**src/common/bpc_pkg.sv**
```systemverilog
// Package with register map, field positions and reset values of the bank.
package bpc_pkg;
    // Printed offsets are register indices, not byte offsets: each byte address is four times its index.
    localparam logic [15:0] IDX_TYPE_CODE = 16'h1007;
    localparam logic [15:0] IDX_TX_DISABLE = 16'h1009;
    localparam logic [15:0] IDX_EXT_ABILITY2 = 16'h100B;
    localparam logic [15:0] IDX_SPEED_ABILITY = 16'h1012;
    localparam logic [15:0] IDX_ROLE_SPEED = 16'h1834;
    localparam int ADDR_W = 18;
    localparam int TYPE_LSB = 0;
    localparam int TYPE_W = 6;
    localparam int TXDIS_BIT = 0;
    localparam int EXTRA_BIT = 11;
    localparam int GIG_BIT = 1;
    localparam int FAST_BIT = 0;
    localparam int ROLE_BIT = 14;
    localparam int ROLE_RSVD_BIT = 15;
    localparam int SPEED_LSB = 0;
    localparam int SPEED_W = 4;
    localparam logic [15:0] RST_TYPE_CODE = 16'h003D;
    localparam logic [15:0] RST_TX_DISABLE = 16'h0000;
    localparam logic [15:0] RST_EXT_ABILITY2 = 16'h0800;
    localparam logic [15:0] RST_SPEED_ABILITY = 16'h0002;
    localparam logic [15:0] RST_ROLE_SPEED = 16'h8001;
    localparam logic [3:0] SPEED_100 = 4'h0;
    localparam logic [3:0] SPEED_1000 = 4'h1;
    // Register select codes produced by the address decoder.
    typedef enum logic [2:0] {
        BPC_SEL_NONE,
        BPC_SEL_TYPE,
        BPC_SEL_TXDIS,
        BPC_SEL_EXT2,
        BPC_SEL_ABIL,
        BPC_SEL_ROLE
    } bpc_sel_t;
endpackage

```
**src/rtl/bpc_addr_decode.sv**
```systemverilog
// Address decoder mapping an APB byte address to a register select.
`timescale 1ns/1ps
`default_nettype none
module bpc_addr_decode
    import bpc_pkg::*;
(
    // Bus address
    input wire logic [ADDR_W-1:0] paddr,
    // Decoded select
    output bpc_sel_t sel
);
    logic [15:0] idx;
    assign idx = paddr[ADDR_W-1:2];
    always_comb begin
        if (paddr[1:0] != 2'h0) begin
            sel = BPC_SEL_NONE;
        end else begin
            case (idx)
                IDX_TYPE_CODE: sel = BPC_SEL_TYPE;
                IDX_TX_DISABLE: sel = BPC_SEL_TXDIS;
                IDX_EXT_ABILITY2: sel = BPC_SEL_EXT2;
                IDX_SPEED_ABILITY: sel = BPC_SEL_ABIL;
                IDX_ROLE_SPEED: sel = BPC_SEL_ROLE;
                default: sel = BPC_SEL_NONE;
            endcase
        end
    end
endmodule // bpc_addr_decode
`default_nettype wire

```
**src/rtl/bpc_regs.sv**
```systemverilog
// Medium-attachment configuration and ability register bank with APB slave.
//
// Operation
// - Six-bit writable type field, resets 111101
// - Type register reads 0x3D after reset
// - Transmit-disable bit zero writable, resets zero
// - Extended-ability2 bit 11 always reads one
// - Ability bit 1 reads one, gigabit
// - Ability bit 0 reads zero, no fast
// - Bit 14 selects master or slave
// - Bits 3-0 select speed, reset 0001
// - Role register resets 0x8001, bit15 one
`timescale 1ns/1ps
`default_nettype none
module bpc_regs
    import bpc_pkg::*;
(
    // Clock and reset
    input wire logic clock,
    input wire logic reset_n,
    // APB slave
    input wire logic psel,
    input wire logic penable,
    input wire logic pwrite,
    input wire logic [ADDR_W-1:0] paddr,
    input wire logic [31:0] pwdata,
    input wire logic [3:0] pstrb,
    output logic [31:0] prdata,
    output logic pready,
    output logic pslverr,
    // Configuration outputs to the transceiver
    output logic [TYPE_W-1:0] type_select,
    output logic transmit_disable,
    output logic role_master,
    output logic [SPEED_W-1:0] speed_select,
    // Ability flags
    output logic has_extra_abilities,
    output logic gigabit_capable,
    output logic fast_capable
);
    bpc_sel_t sel;
    logic [TYPE_W-1:0] type_reg;
    logic txdis_reg;
    logic role_reg;
    logic [SPEED_W-1:0] speed_reg;
    logic [31:0] prdata_reg;
    logic pready_reg;
    logic pslverr_reg;
    logic [15:0] rd_next;
    logic setup;
    logic wr_lo;
    logic wr_hi;

    bpc_addr_decode bpc_addr_decode_i (
        .paddr(paddr),
        .sel(sel)
    );

    // The answer comes one cycle after the setup cycle, so every access
    // takes exactly two cycles; the write commits at the access edge.
    assign setup = psel && !penable;
    assign wr_lo = psel && penable && pready_reg && pwrite && pstrb[0];
    assign wr_hi = psel && penable && pready_reg && pwrite && pstrb[1];

    always_ff @(posedge clock or negedge reset_n) begin
        if (!reset_n) begin
            type_reg <= RST_TYPE_CODE[TYPE_LSB +: TYPE_W];
        end else if (wr_lo && sel == BPC_SEL_TYPE) begin
            type_reg <= pwdata[TYPE_LSB +: TYPE_W];
        end
    end

    always_ff @(posedge clock or negedge reset_n) begin
        if (!reset_n) begin
            txdis_reg <= RST_TX_DISABLE[TXDIS_BIT];
        end else if (wr_lo && sel == BPC_SEL_TXDIS) begin
            txdis_reg <= pwdata[TXDIS_BIT];
        end
    end

    always_ff @(posedge clock or negedge reset_n) begin
        if (!reset_n) begin
            role_reg <= RST_ROLE_SPEED[ROLE_BIT];
        end else if (wr_hi && sel == BPC_SEL_ROLE) begin
            role_reg <= pwdata[ROLE_BIT];
        end
    end

    always_ff @(posedge clock or negedge reset_n) begin
        if (!reset_n) begin
            speed_reg <= RST_ROLE_SPEED[SPEED_LSB +: SPEED_W];
        end else if (wr_lo && sel == BPC_SEL_ROLE) begin
            speed_reg <= pwdata[SPEED_LSB +: SPEED_W];
        end
    end

    // Read image: only storage bits come from flops, others are constants.
    always_comb begin
        rd_next = 16'h0000;
        case (sel)
            BPC_SEL_TYPE: begin
                rd_next = RST_TYPE_CODE;
                rd_next[TYPE_LSB +: TYPE_W] = type_reg;
            end
            BPC_SEL_TXDIS: begin
                rd_next = RST_TX_DISABLE;
                rd_next[TXDIS_BIT] = txdis_reg;
            end
            BPC_SEL_EXT2: begin
                rd_next = RST_EXT_ABILITY2;
            end
            BPC_SEL_ABIL: begin
                rd_next = RST_SPEED_ABILITY;
            end
            BPC_SEL_ROLE: begin
                rd_next = RST_ROLE_SPEED;
                rd_next[ROLE_BIT] = role_reg;
                rd_next[SPEED_LSB +: SPEED_W] = speed_reg;
            end
            default: begin
                rd_next = 16'h0000;
            end
        endcase
    end

    always_ff @(posedge clock or negedge reset_n) begin
        if (!reset_n) begin
            pready_reg <= 1'b0;
        end else begin
            pready_reg <= setup;
        end
    end

    always_ff @(posedge clock or negedge reset_n) begin
        if (!reset_n) begin
            prdata_reg <= 32'h0000_0000;
        end else if (setup && !pwrite) begin
            prdata_reg <= {16'h0000, rd_next};
        end else if (setup) begin
            prdata_reg <= 32'h0000_0000;
        end
    end

    always_ff @(posedge clock or negedge reset_n) begin
        if (!reset_n) begin
            pslverr_reg <= 1'b0;
        end else if (setup) begin
            pslverr_reg <= (sel == BPC_SEL_NONE);
        end else begin
            pslverr_reg <= 1'b0;
        end
    end

    // Flag outputs are registered copies of the fixed ability bits.
    always_ff @(posedge clock or negedge reset_n) begin
        if (!reset_n) begin
            has_extra_abilities <= 1'b0;
            gigabit_capable <= 1'b0;
            fast_capable <= 1'b0;
        end else begin
            has_extra_abilities <= RST_EXT_ABILITY2[EXTRA_BIT];
            gigabit_capable <= RST_SPEED_ABILITY[GIG_BIT];
            fast_capable <= RST_SPEED_ABILITY[FAST_BIT];
        end
    end

    assign prdata = prdata_reg;
    assign pready = pready_reg;
    assign pslverr = pslverr_reg;
    assign type_select = type_reg;
    assign transmit_disable = txdis_reg;
    assign role_master = role_reg;
    assign speed_select = speed_reg;
endmodule // bpc_regs
`default_nettype wire

```
**config.mk**
```make
export PLATFORM = sky130hd
export DESIGN_NAME = bpc_regs
export DESIGN_NICKNAME = d
export VERILOG_FILES = /design/src/common/bpc_pkg.sv /design/src/rtl/bpc_addr_decode.sv /design/src/rtl/bpc_regs.sv
export SDC_FILE = /design/constraint.sdc
export NUM_CORES = 1
export LEC_CHECK = 0
export BUFFER_PORTS_ARGS = -buffer_cell sky130_fd_sc_hd__buf_2
export CAP_MARGIN = 0
export CORE_MARGIN = 1.5
export CORE_UTILIZATION = 41
export CTS_BUF_LIST = sky130_fd_sc_hd__clkbuf_8
export CTS_CLUSTER_SIZE = 12
export DETAILED_ROUTE_END_ITERATION = 10
export PLACE_DENSITY_LB_ADDON = 0.12
export SLEW_MARGIN = 40
export SYNTH_ARGS = -nofsm -noshare
export SYNTH_HDL_FRONTEND = slang
export SYNTH_SLANG_ARGS = --single-unit
```
**constraint.sdc**
```tcl
create_clock -name clock -period 1.8 [get_ports clock]
set_clock_uncertainty 0.1 [all_clocks]
set_input_delay 0.18 -clock clock [delete_from_list [all_inputs] [get_ports clock]]
set_output_delay 0.18 -clock clock [all_outputs]
set_load 0.005 [all_outputs]
```
; ---- After elaboration in Yosys (flattened, before gate mapping)
; Cells that the tools add are included.
[word_totals]
inputBits = 59
reg_bits = 47
output_inout_bits = 49
elab_cells = 40
[op_classes]
n_mux = 6
reduce_logical = 16
eq_ne = 10
[ops]
columns = op, count
row1 = 16-bit by 13-bit == test with 1-bit output (second input constant), 5
row2 = 16-bit case mux with 5 select lines, 1
row3 = 32-bit two-way mux, 2
row4 = 3-bit case mux with 5 select lines, 1
row5 = 1-bit logical AND, 11
row6 = 3-bit by 2-bit == test with 1-bit output (second input constant), 2
row7 = 3-bit == test (second input constant), 2
row8 = 2-bit nonzero test, 2
row9 = 3-bit by 1-bit == test with 1-bit output (second input constant), 1
row10 = 3-bit zero test, 1
row11 = 3-bit two-way mux, 1
row12 = 1-bit zero test, 2
row13 = 1-bit two-way mux, 1

; ---- Logic depth before layout (Yosys ltp)
; Gate-level depths: netlist of run 1.
[depth]
ltp_word = 6
depth_mapped = 7
depth_no_buf = 5

; ---- Hierarchy
; A second synthesis of run 1 with hierarchy kept.
[hier_totals]
hier_cells = 127
area_unflattened_um2 = 1422.6
[by_module_without_submodules]
columns = mod, area_each_um2, cells_per_inst, instances, seq_area_each_um2
row1 = bpc_regs, 1310.0, 110, 1, 608.1
row2 = bpc_addr_decode, 112.6, 17, 1, 0.0

; ---- Least setup slack after synthesis of run 1
; OpenSTA, ideal clock, no wires.
[synth_path]
path_kind = input to register
from = input port paddr[9]
to = register speed_reg[1], in the netlist speed_select[1]
stages = 7
path_slack_ns = -0.035
path_buffers = 2
arrival_time_ns = 1.610
setup_time_ns = 0.125
required_time_ns = 1.575
path_cell_list = nor4b_4 > nor4b_4 > and2_1 > buf_6 > and3_1 > buf_6 > mux2_4
[synth_between]
elab_chain_cells = 5
elab_cells_between_ends = 9
classes_between = 6 x eq/ne / 2 x mux / 1 x reduce/logical
[synth_rtl]
columns = element, line
row1 = start: declaration, bpc_regs.sv:25  ; input wire logic [ADDR_W-1:0] paddr,
row2 = 16-bit by 13-bit == test with 1-bit output, bpc_addr_decode.sv:18  ; case (idx)
row3 = 3-bit case mux with 5 select lines *, bpc_addr_decode.sv:18
row4 = 3-bit two-way mux *, bpc_addr_decode.sv:15  ; if (paddr[1:0] != 2'h0) begin
row5 = 3-bit == test *, bpc_regs.sv:92  ; end else if (wr_lo && sel == BPC_SEL_ROLE) begin
row6 = 1-bit logical AND *, bpc_regs.sv:92
row7 = end signal: assignment, bpc_regs.sv:91  ; speed_reg <= RST_ROLE_SPEED[SPEED_LSB +: SPEED_W];
row8 = end signal: assignment, bpc_regs.sv:93  ; speed_reg <= pwdata[SPEED_LSB +: SPEED_W];
row9 = end: declaration, bpc_regs.sv:45  ; logic [SPEED_W-1:0] speed_reg;
; Every way passes the cells marked *; elsewhere a longest branch is shown, timed or not.
; A chain may end at the register's enable or synchronous reset.

; ---- Worst setup path in the final report of run 1
[layout_path]
from = input port paddr[9]
to = register type_reg[1], in the netlist type_select[1]
[layout_between]
elab_chain_cells = 5
elab_cells_between_ends = 9
classes_between = 6 x eq/ne / 2 x mux / 1 x reduce/logical
[layout_rtl]
columns = element, line
row1 = 16-bit by 13-bit == test with 1-bit output, bpc_addr_decode.sv:18
row2 = 3-bit case mux with 5 select lines *, bpc_addr_decode.sv:18
row3 = 3-bit two-way mux *, bpc_addr_decode.sv:15
row4 = 3-bit by 1-bit == test with 1-bit output *, bpc_regs.sv:68  ; end else if (wr_lo && sel == BPC_SEL_TYPE) begin
row5 = 1-bit logical AND *, bpc_regs.sv:68
row6 = end signal: assignment, bpc_regs.sv:67  ; type_reg <= RST_TYPE_CODE[TYPE_LSB +: TYPE_W];
row7 = end signal: assignment, bpc_regs.sv:69  ; type_reg <= pwdata[TYPE_LSB +: TYPE_W];
row8 = end: declaration, bpc_regs.sv:42  ; logic [TYPE_W-1:0] type_reg;
; Marked as above.

==> results.md, run 1 <==
- Status: complete, no violations
- Total power: about 1.1 mW
- Tot GR Track Use: 16.0%
- Yosys reg bits: 24
- Crit start category: input port
- Clock slew at reported path FFs: approximately 90 ps
- TNS Setup: 0 ps
- Arrival @ worst endpoint: 1740 ps
- Vias: 1151
- Worst Hold Class: in -> reg
- Vias in the first global route: 1028
- Warnings from Yosys: 0
- Routed wire per std cell: 12.1 microns
- Final min period: 1680 ps
- DP HPWL: 2.44 mm
- GRT overflow: 0
- Pwr Density: 610 nW/um^2
- Synth cell types: 39
- Via density: 4.70
- Max-slew violations: 0
- PortBufs: 56
- Highest Clock Rate: 0.595 GHz
- Final Worst Setup Slack: 120 ps
- Antenna-violating nets left: 0
- Initial antenna violation count: 0
- Cells after synthesis: 126
- Die area: 3830 sq um
- Max VDD drop: 0.278 mV
- Static leakage: ~0.97 nW
- Post-synth EDFFs: 0
- Part of the Yosys area used for sequential elements: a little over two fifths
- Slew headroom: 64.0%
- Drt first pass iters: 4
- WS Path Type: in -> reg
- Crit end category: register
- DRC: 0
- First-pass GRT wire length: approximately 4.4 mm
- Synth Cell Area: about 1400 sq um
- Endpoint required time on the critical path: 1860 ps
- Post-synth top flop: dfrtp_1
- Worst Max-Slew Pin Slew: around 540 ps
- Post-cts gate resize count: 0
- Die Ht: a little over 60 microns
- Final WL: 2.96 mm
- Die Wd: 61.9 microns
- Initial core utilization: 42.6%
- Placed cells: 240
- RePlAce Congestion: 0.786
- Largest net degree at the start of global routing: 25
- Post-route design area: 1840 sq um
- Nets: 259
- Final setup violation count: 0
- DP Worst Slack: -187 ps
- Maxcap violations: 0
- CTS Buffer Depth: 2
- CTS HTree Levels: 1
- Clock insertion delay at the later pin of the skew report: 270 ps
- Total CTS buffers: 3
- Synth Area per Inst: between 10 and 15 sq um
- Async SR Flop Fraction: 100%
- CTS Sinks: 24
- Core area: between 3000 and 4000 sq um
- Fraction of final layout cells with drive strength greater than 1: 51.3%
- Finished Core Util: 55.1%
- # diodes: 0
- RSZ-0062 raised after global routing: no
- Num rows: 21
- Max reg flops: 9
- TritonCTS clock tree: built
- Placed instance area: 1760 sq um
- Area grow syn2layout: 29.5%
- Final Hold Viols: 0
- 1st-iter DRT viols: 52
- I/O pins: 108
- Hold WS: 39.5 ps
- Final worst-path cycle share: between 90% and 100%
- CTS Root Cell: clkbuf_8
- Crit Path Max Fanout: 6
- Fin cells: 245
-- routing by layer --
metal / global-route usage, % / part of all wire, % / up-vias
li1: - / - / 555
met1: 20.6 / 44 / 543
met2: 26.8 / 49 / 48
met3: 2.48 / 5.5 / 5
met4: 6.38 / 1.4 / 0
met5: 0 / 0 / -
-- power by group --
group          internal (mW)  leakage [nW]  switching (mW)
registers              0.543         0.309         0.00123
clock network          0.297        0.0357           0.175
logic                 0.0471         0.621          0.0588
-- Yosys cell counts, drive strengths merged (2+ instances only) --
master,n,area (sq um)
buf,27,210
dfrtp,18,450
mux2,12,150
nand2,8,30.0
dfstp,6,158
and3,5,32.5
nor4b,5,73.8
nor3,4,20.0
o21ai,4,20.0
a32o,3,30.0
inv,3,11.3
nand3,3,20.0
nand4,3,18.8
conb,2,7.51
mux2i,2,20.0
nor2b,2,12.5
o31ai,2,15.0
-- worst paths after layout --
path | startpoint | endpoint | slack (ps) | cells after the start
setup / recovery | paddr[9] | type_select[1]$_DFFE_PN0P_ | 120 | 7
hold / removal | pwdata[5] | type_select[5]$_DFFE_PN1P_ | 40 | 2
setup reg to reg | pready$_DFF_PN0_ | transmit_disable$_DFFE_PN0P_ | 220 | 6
hold reg to reg | prdata[2]$_DFFE_PN0P_ | prdata[2]$_DFFE_PN0P_ | 390 | 2
max in group asynchronous | reset_n | type_select[5]$_DFFE_PN1P_ | 910 | 2
min in group asynchronous | reset_n | prdata[11]$_DFFE_PN0P_ | 320 | 2
-- timing repair --
action	in CTS	in global routing
endpoints found under the hold margin	18	0
setup buffers	0	0
hold buffers	1	0
-- cells by family (layout without fill, tap and decap cells) --
| family | after synthesis | count (layout) | share of synthesized area (%) |
|---|---|---|---|
| flops | 24 | 24 | 42.8 |
| simple gates | 39 | 39 | 20.0 |
| mux | 14 | 14 | 12.0 |
| other cells | 2 | 25 | 0.529 |
| buf+inv | 31 | 81 | 15.9 |
| xor+xnor | 1 | 1 | 0.617 |
| compound gates | 15 | 15 | 8.19 |
-- worst max-delay path: stages --
cell	delay [ps]
buf_2	110
nor4b_4	290
nor4b_4	290
buf_4	180
and3_1	190
nand3_2	190
mux2_2	320
-- area by class of cell --
cell class	instances	area, sq um
clock inverter	1	30.0
inverter	3	11.3
multi-input combinational	94	673
sequential	24	608
timing repair buffer	74	418
fill	308	1500
clock buffer	3	41.3
tap	46	57.6
-- cells in the final DEF (no fill, tap or decap), types with 2 or more instances in the layout --
cell type / count
a32o_1: 3
and3_1: 4
buf_2: 56
buf_4: 17
clkbuf_8: 3
conb_1: 25
dfrtp_1: 18
dfstp_2: 6
inv_1: 3
mux2_2: 8
mux2_4: 4
mux2i_1: 2
nand2_1: 8
nand3_1: 2
nand4_1: 3
nor2b_1: 2
nor3_1: 4
nor4b_1: 3
nor4b_4: 2
o21ai_0: 4
o31ai_1: 2
(Power assumes the default switching activity.)
==> run 2, diff against run 1 <==
--- a/config.mk
+++ b/config.mk
@@ -12,7 +12,7 @@
 export CTS_BUF_LIST = sky130_fd_sc_hd__clkbuf_8
 export CTS_CLUSTER_SIZE = 12
 export DETAILED_ROUTE_END_ITERATION = 10
-export PLACE_DENSITY_LB_ADDON = 0.12
+export PLACE_DENSITY = 0.91
 export SLEW_MARGIN = 40
 export SYNTH_ARGS = -nofsm -noshare
 export SYNTH_HDL_FRONTEND = slang
==> run 2 against run 1 <==
Via count grew 2.4%; register-to-register slack lost 60 ps; critical endpoint is now speed_select[3]$_DFFE_PN0P_; sequential share of layout area shrank 0.22 points.
==> results.md, run 2 (same netlist as run 1, synthesis figures left out) <==
- Status: complete, no violations (unchanged)
- Core area: 3340 sq um (unchanged)
- Initial antenna violation count: 0 (unchanged)
- Finished Core Util: 55.5% (was 55.1%)
- CTS Root Cell: clkbuf_8 (unchanged)
- Final setup violation count: 0 (unchanged)
- Placed cells: 241 (was 240)
- Final worst-path cycle share: 91.0% (was 93.3%)
- First-pass GRT wire length: 4.50 mm (was 4.42 mm)
- WS Path Type: in -> reg (unchanged)
- DP HPWL: 2.44 mm (about the same)
- Pwr Density: 605 nW/um^2 (was 610 nW/um^2)
- Crit-path cells: buf_2 -> nor4b_4 -> nor4b_4 -> and2_1 -> and3_1 -> buf_4 -> mux2_4 (was buf_2 -> nor4b_4 -> nor4b_4 -> buf_4 -> and3_1 -> nand3_2 -> mux2_2)
- Antenna-violating nets left: 0 (unchanged)
- TritonCTS clock tree: built (unchanged)
- Area grow syn2layout: 30.4% (was 29.5%)
- Num rows: 21 (unchanged)
- Crit start category: input port (unchanged)
- Placed instance area: 1770 sq um (was 1760 sq um)
- Largest net degree at the start of global routing: 25 (unchanged)
- Static leakage: 0.972 nW (was 0.965 nW)
- Slowest cell delay on critical path: 310 ps (was 320 ps)
- Arrival @ worst endpoint: 1690 ps (was 1740 ps)
- Crit end category: register (unchanged)
- Post-route design area: 1850 sq um (was 1840 sq um)
- Vias: 1179 (was 1151)
- Nets: 260 (was 259)
- Drt first pass iters: 6 (was 4)
- Die Ht: 61.9 microns (unchanged)
- Max reg flops: 9 (unchanged)
- Crit path launch: paddr[9] (unchanged)
- Tot GR Track Use: 16.1% (was 16.0%)
- Slowest CP cell: nor4b_4 (was mux2_2)
- Fraction of final layout cells with drive strength greater than 1: 52.0% (was 51.3%)
- PortBufs: 56 (unchanged)
- Fin cells: 246 (was 245)
- Max-slew violations: 0 (unchanged)
- Max VDD drop: 0.563 mV (was 0.278 mV)
- CTS Sinks: 24 (unchanged)
- Die Wd: 61.9 microns (unchanged)
- Fillers: 314 (was 308)
- FF-to-FF path depth: 6 (unchanged)
- Maxcap violations: 0 (unchanged)
- Final min period: 1640 ps (was 1680 ps)
- Die area: 3830 sq um (unchanged)
- Routed wire per std cell: 12.1 microns (about the same)
- Commonest non-fill, non-tap cell in the layout: buf_2 (unchanged)
- Highest Clock Rate: 0.611 GHz (was 0.595 GHz)
- Vias in the first global route: 1001 (was 1028)
- Via density: 4.79 (was 4.70)
- Total CTS buffers: 3 (unchanged)
- Hold path cells: 2 (unchanged)
- CTS Buffer Depth: 2 (unchanged)
- Crit Path Max Fanout: 4 (was 6)
- RSZ-0062 raised after global routing: no (unchanged)
- Clock insertion delay at the later pin of the skew report: 270 ps (about the same)
- Slew headroom: 65.1% (was 64.0%)
- Final Hold Viols: 0 (unchanged)
- Most frequent cell on the critical path: nor4b_4 (unchanged)
- Clock slew at reported path FFs: 80 ps (was 90 ps)
- I/O pins: 108 (unchanged)
- Most frequent cells in the layout: 56 x buf_2, 25 x conb_1, 18 x dfrtp_1, 18 x buf_4 (was 56 x buf_2, 25 x conb_1, 18 x dfrtp_1)
- # diodes: 0 (unchanged)
- Postcts setup bufs: 0 (unchanged)
- Endpoint required time on the critical path: 1850 ps (was 1860 ps)
- RePlAce Congestion: 0.785 (was 0.786)
- Worst Max-Slew Pin Slew: 524 ps (was 540 ps)
- Worst Hold Class: in -> reg (unchanged)
- DRC: 0 (unchanged)
- Initial core utilization: 42.6% (unchanged)
- Total power: 1.12 mW (about the same)
- FF-to-FF Start: pready$_DFF_PN0_ (unchanged)
- Final WL: 2.98 mm (was 2.96 mm)
- Hold_sp: pwdata[5] (unchanged)
- GRT overflow: 0 (unchanged)
- CTS HTree Levels: 1 (unchanged)
- 1st-iter DRT viols: 35 (was 52)
[run 2: layout make-up]
| type | instances | area (sq um) | area share, % |
|---|---|---|---|
| Inverter | 3 | 11.3 | 0.608 |
| Timing Repair Buffer | 75 | 425 | 23.0 |
| Clock buffer | 3 | 41.3 | 2.23 |
| Clock inverter | 1 | 30.0 | 1.62 |
| Sequential cell | 24 | 608 | 32.8 |
| Tap cell | 46 | 57.6 | 3.11 |
| Multi-Input combinational cell | 94 | 678 | 36.6 |
[run 2: what timing repair did]
action,in CTS,in global routing
endpoints found under the setup margin,0,1
hold endpoints to repair,18,0
hold buffers,1,0
resized for setup,0,1
[run 2: critical path, delay by kind of cell]
family	cells	cell delay, ps
mux	1	300
simple gates	4	950
buf+inv	2	260
[run 2: report_power, final]
| part | total, mW | switching (mW) | internal, mW |
|---|---|---|---|
| Combinational | 0.107 | 0.0593 | 0.0472 |
| Sequential | 0.544 | 0.00106 | 0.543 |
| Clock | 0.469 | 0.172 | 0.297 |
[run 2: final timing paths]
check                                                to  slack, ps
max                         speed_select[3]$_DFFE_PN0P_        160
min                          type_select[5]$_DFFE_PN1P_         50
max reg2reg                transmit_disable$_DFFE_PN0P_        160
min reg2reg                       prdata[3]$_DFFE_PN0P_        380
max in group asynchronous    type_select[4]$_DFFE_PN1P_        920
min in group asynchronous   speed_select[2]$_DFFE_PN0P_        310
[run 2: through the flow]
stage	TNS (ps)	setup slack [ps]	hold slack (ps)
6_report	0	162	46.7
4_1_cts	0	127	40.0
3_5_place_dp	-1120	-167	87.6
2_1_floorplan	-106	-35.3	-216
3_3_place_gp	-828	-119	85.7
5_1_grt	0	39.3	41.2
[run 2: layer usage]
layer,track usage (%),vias to the layer above,routed length (microns)
li1,-,557,-
met1,20.1,569,1240
met2,27.7,53,1510
met3,5.18,0,223
met4,2.74,0,0
met5,0,-,0
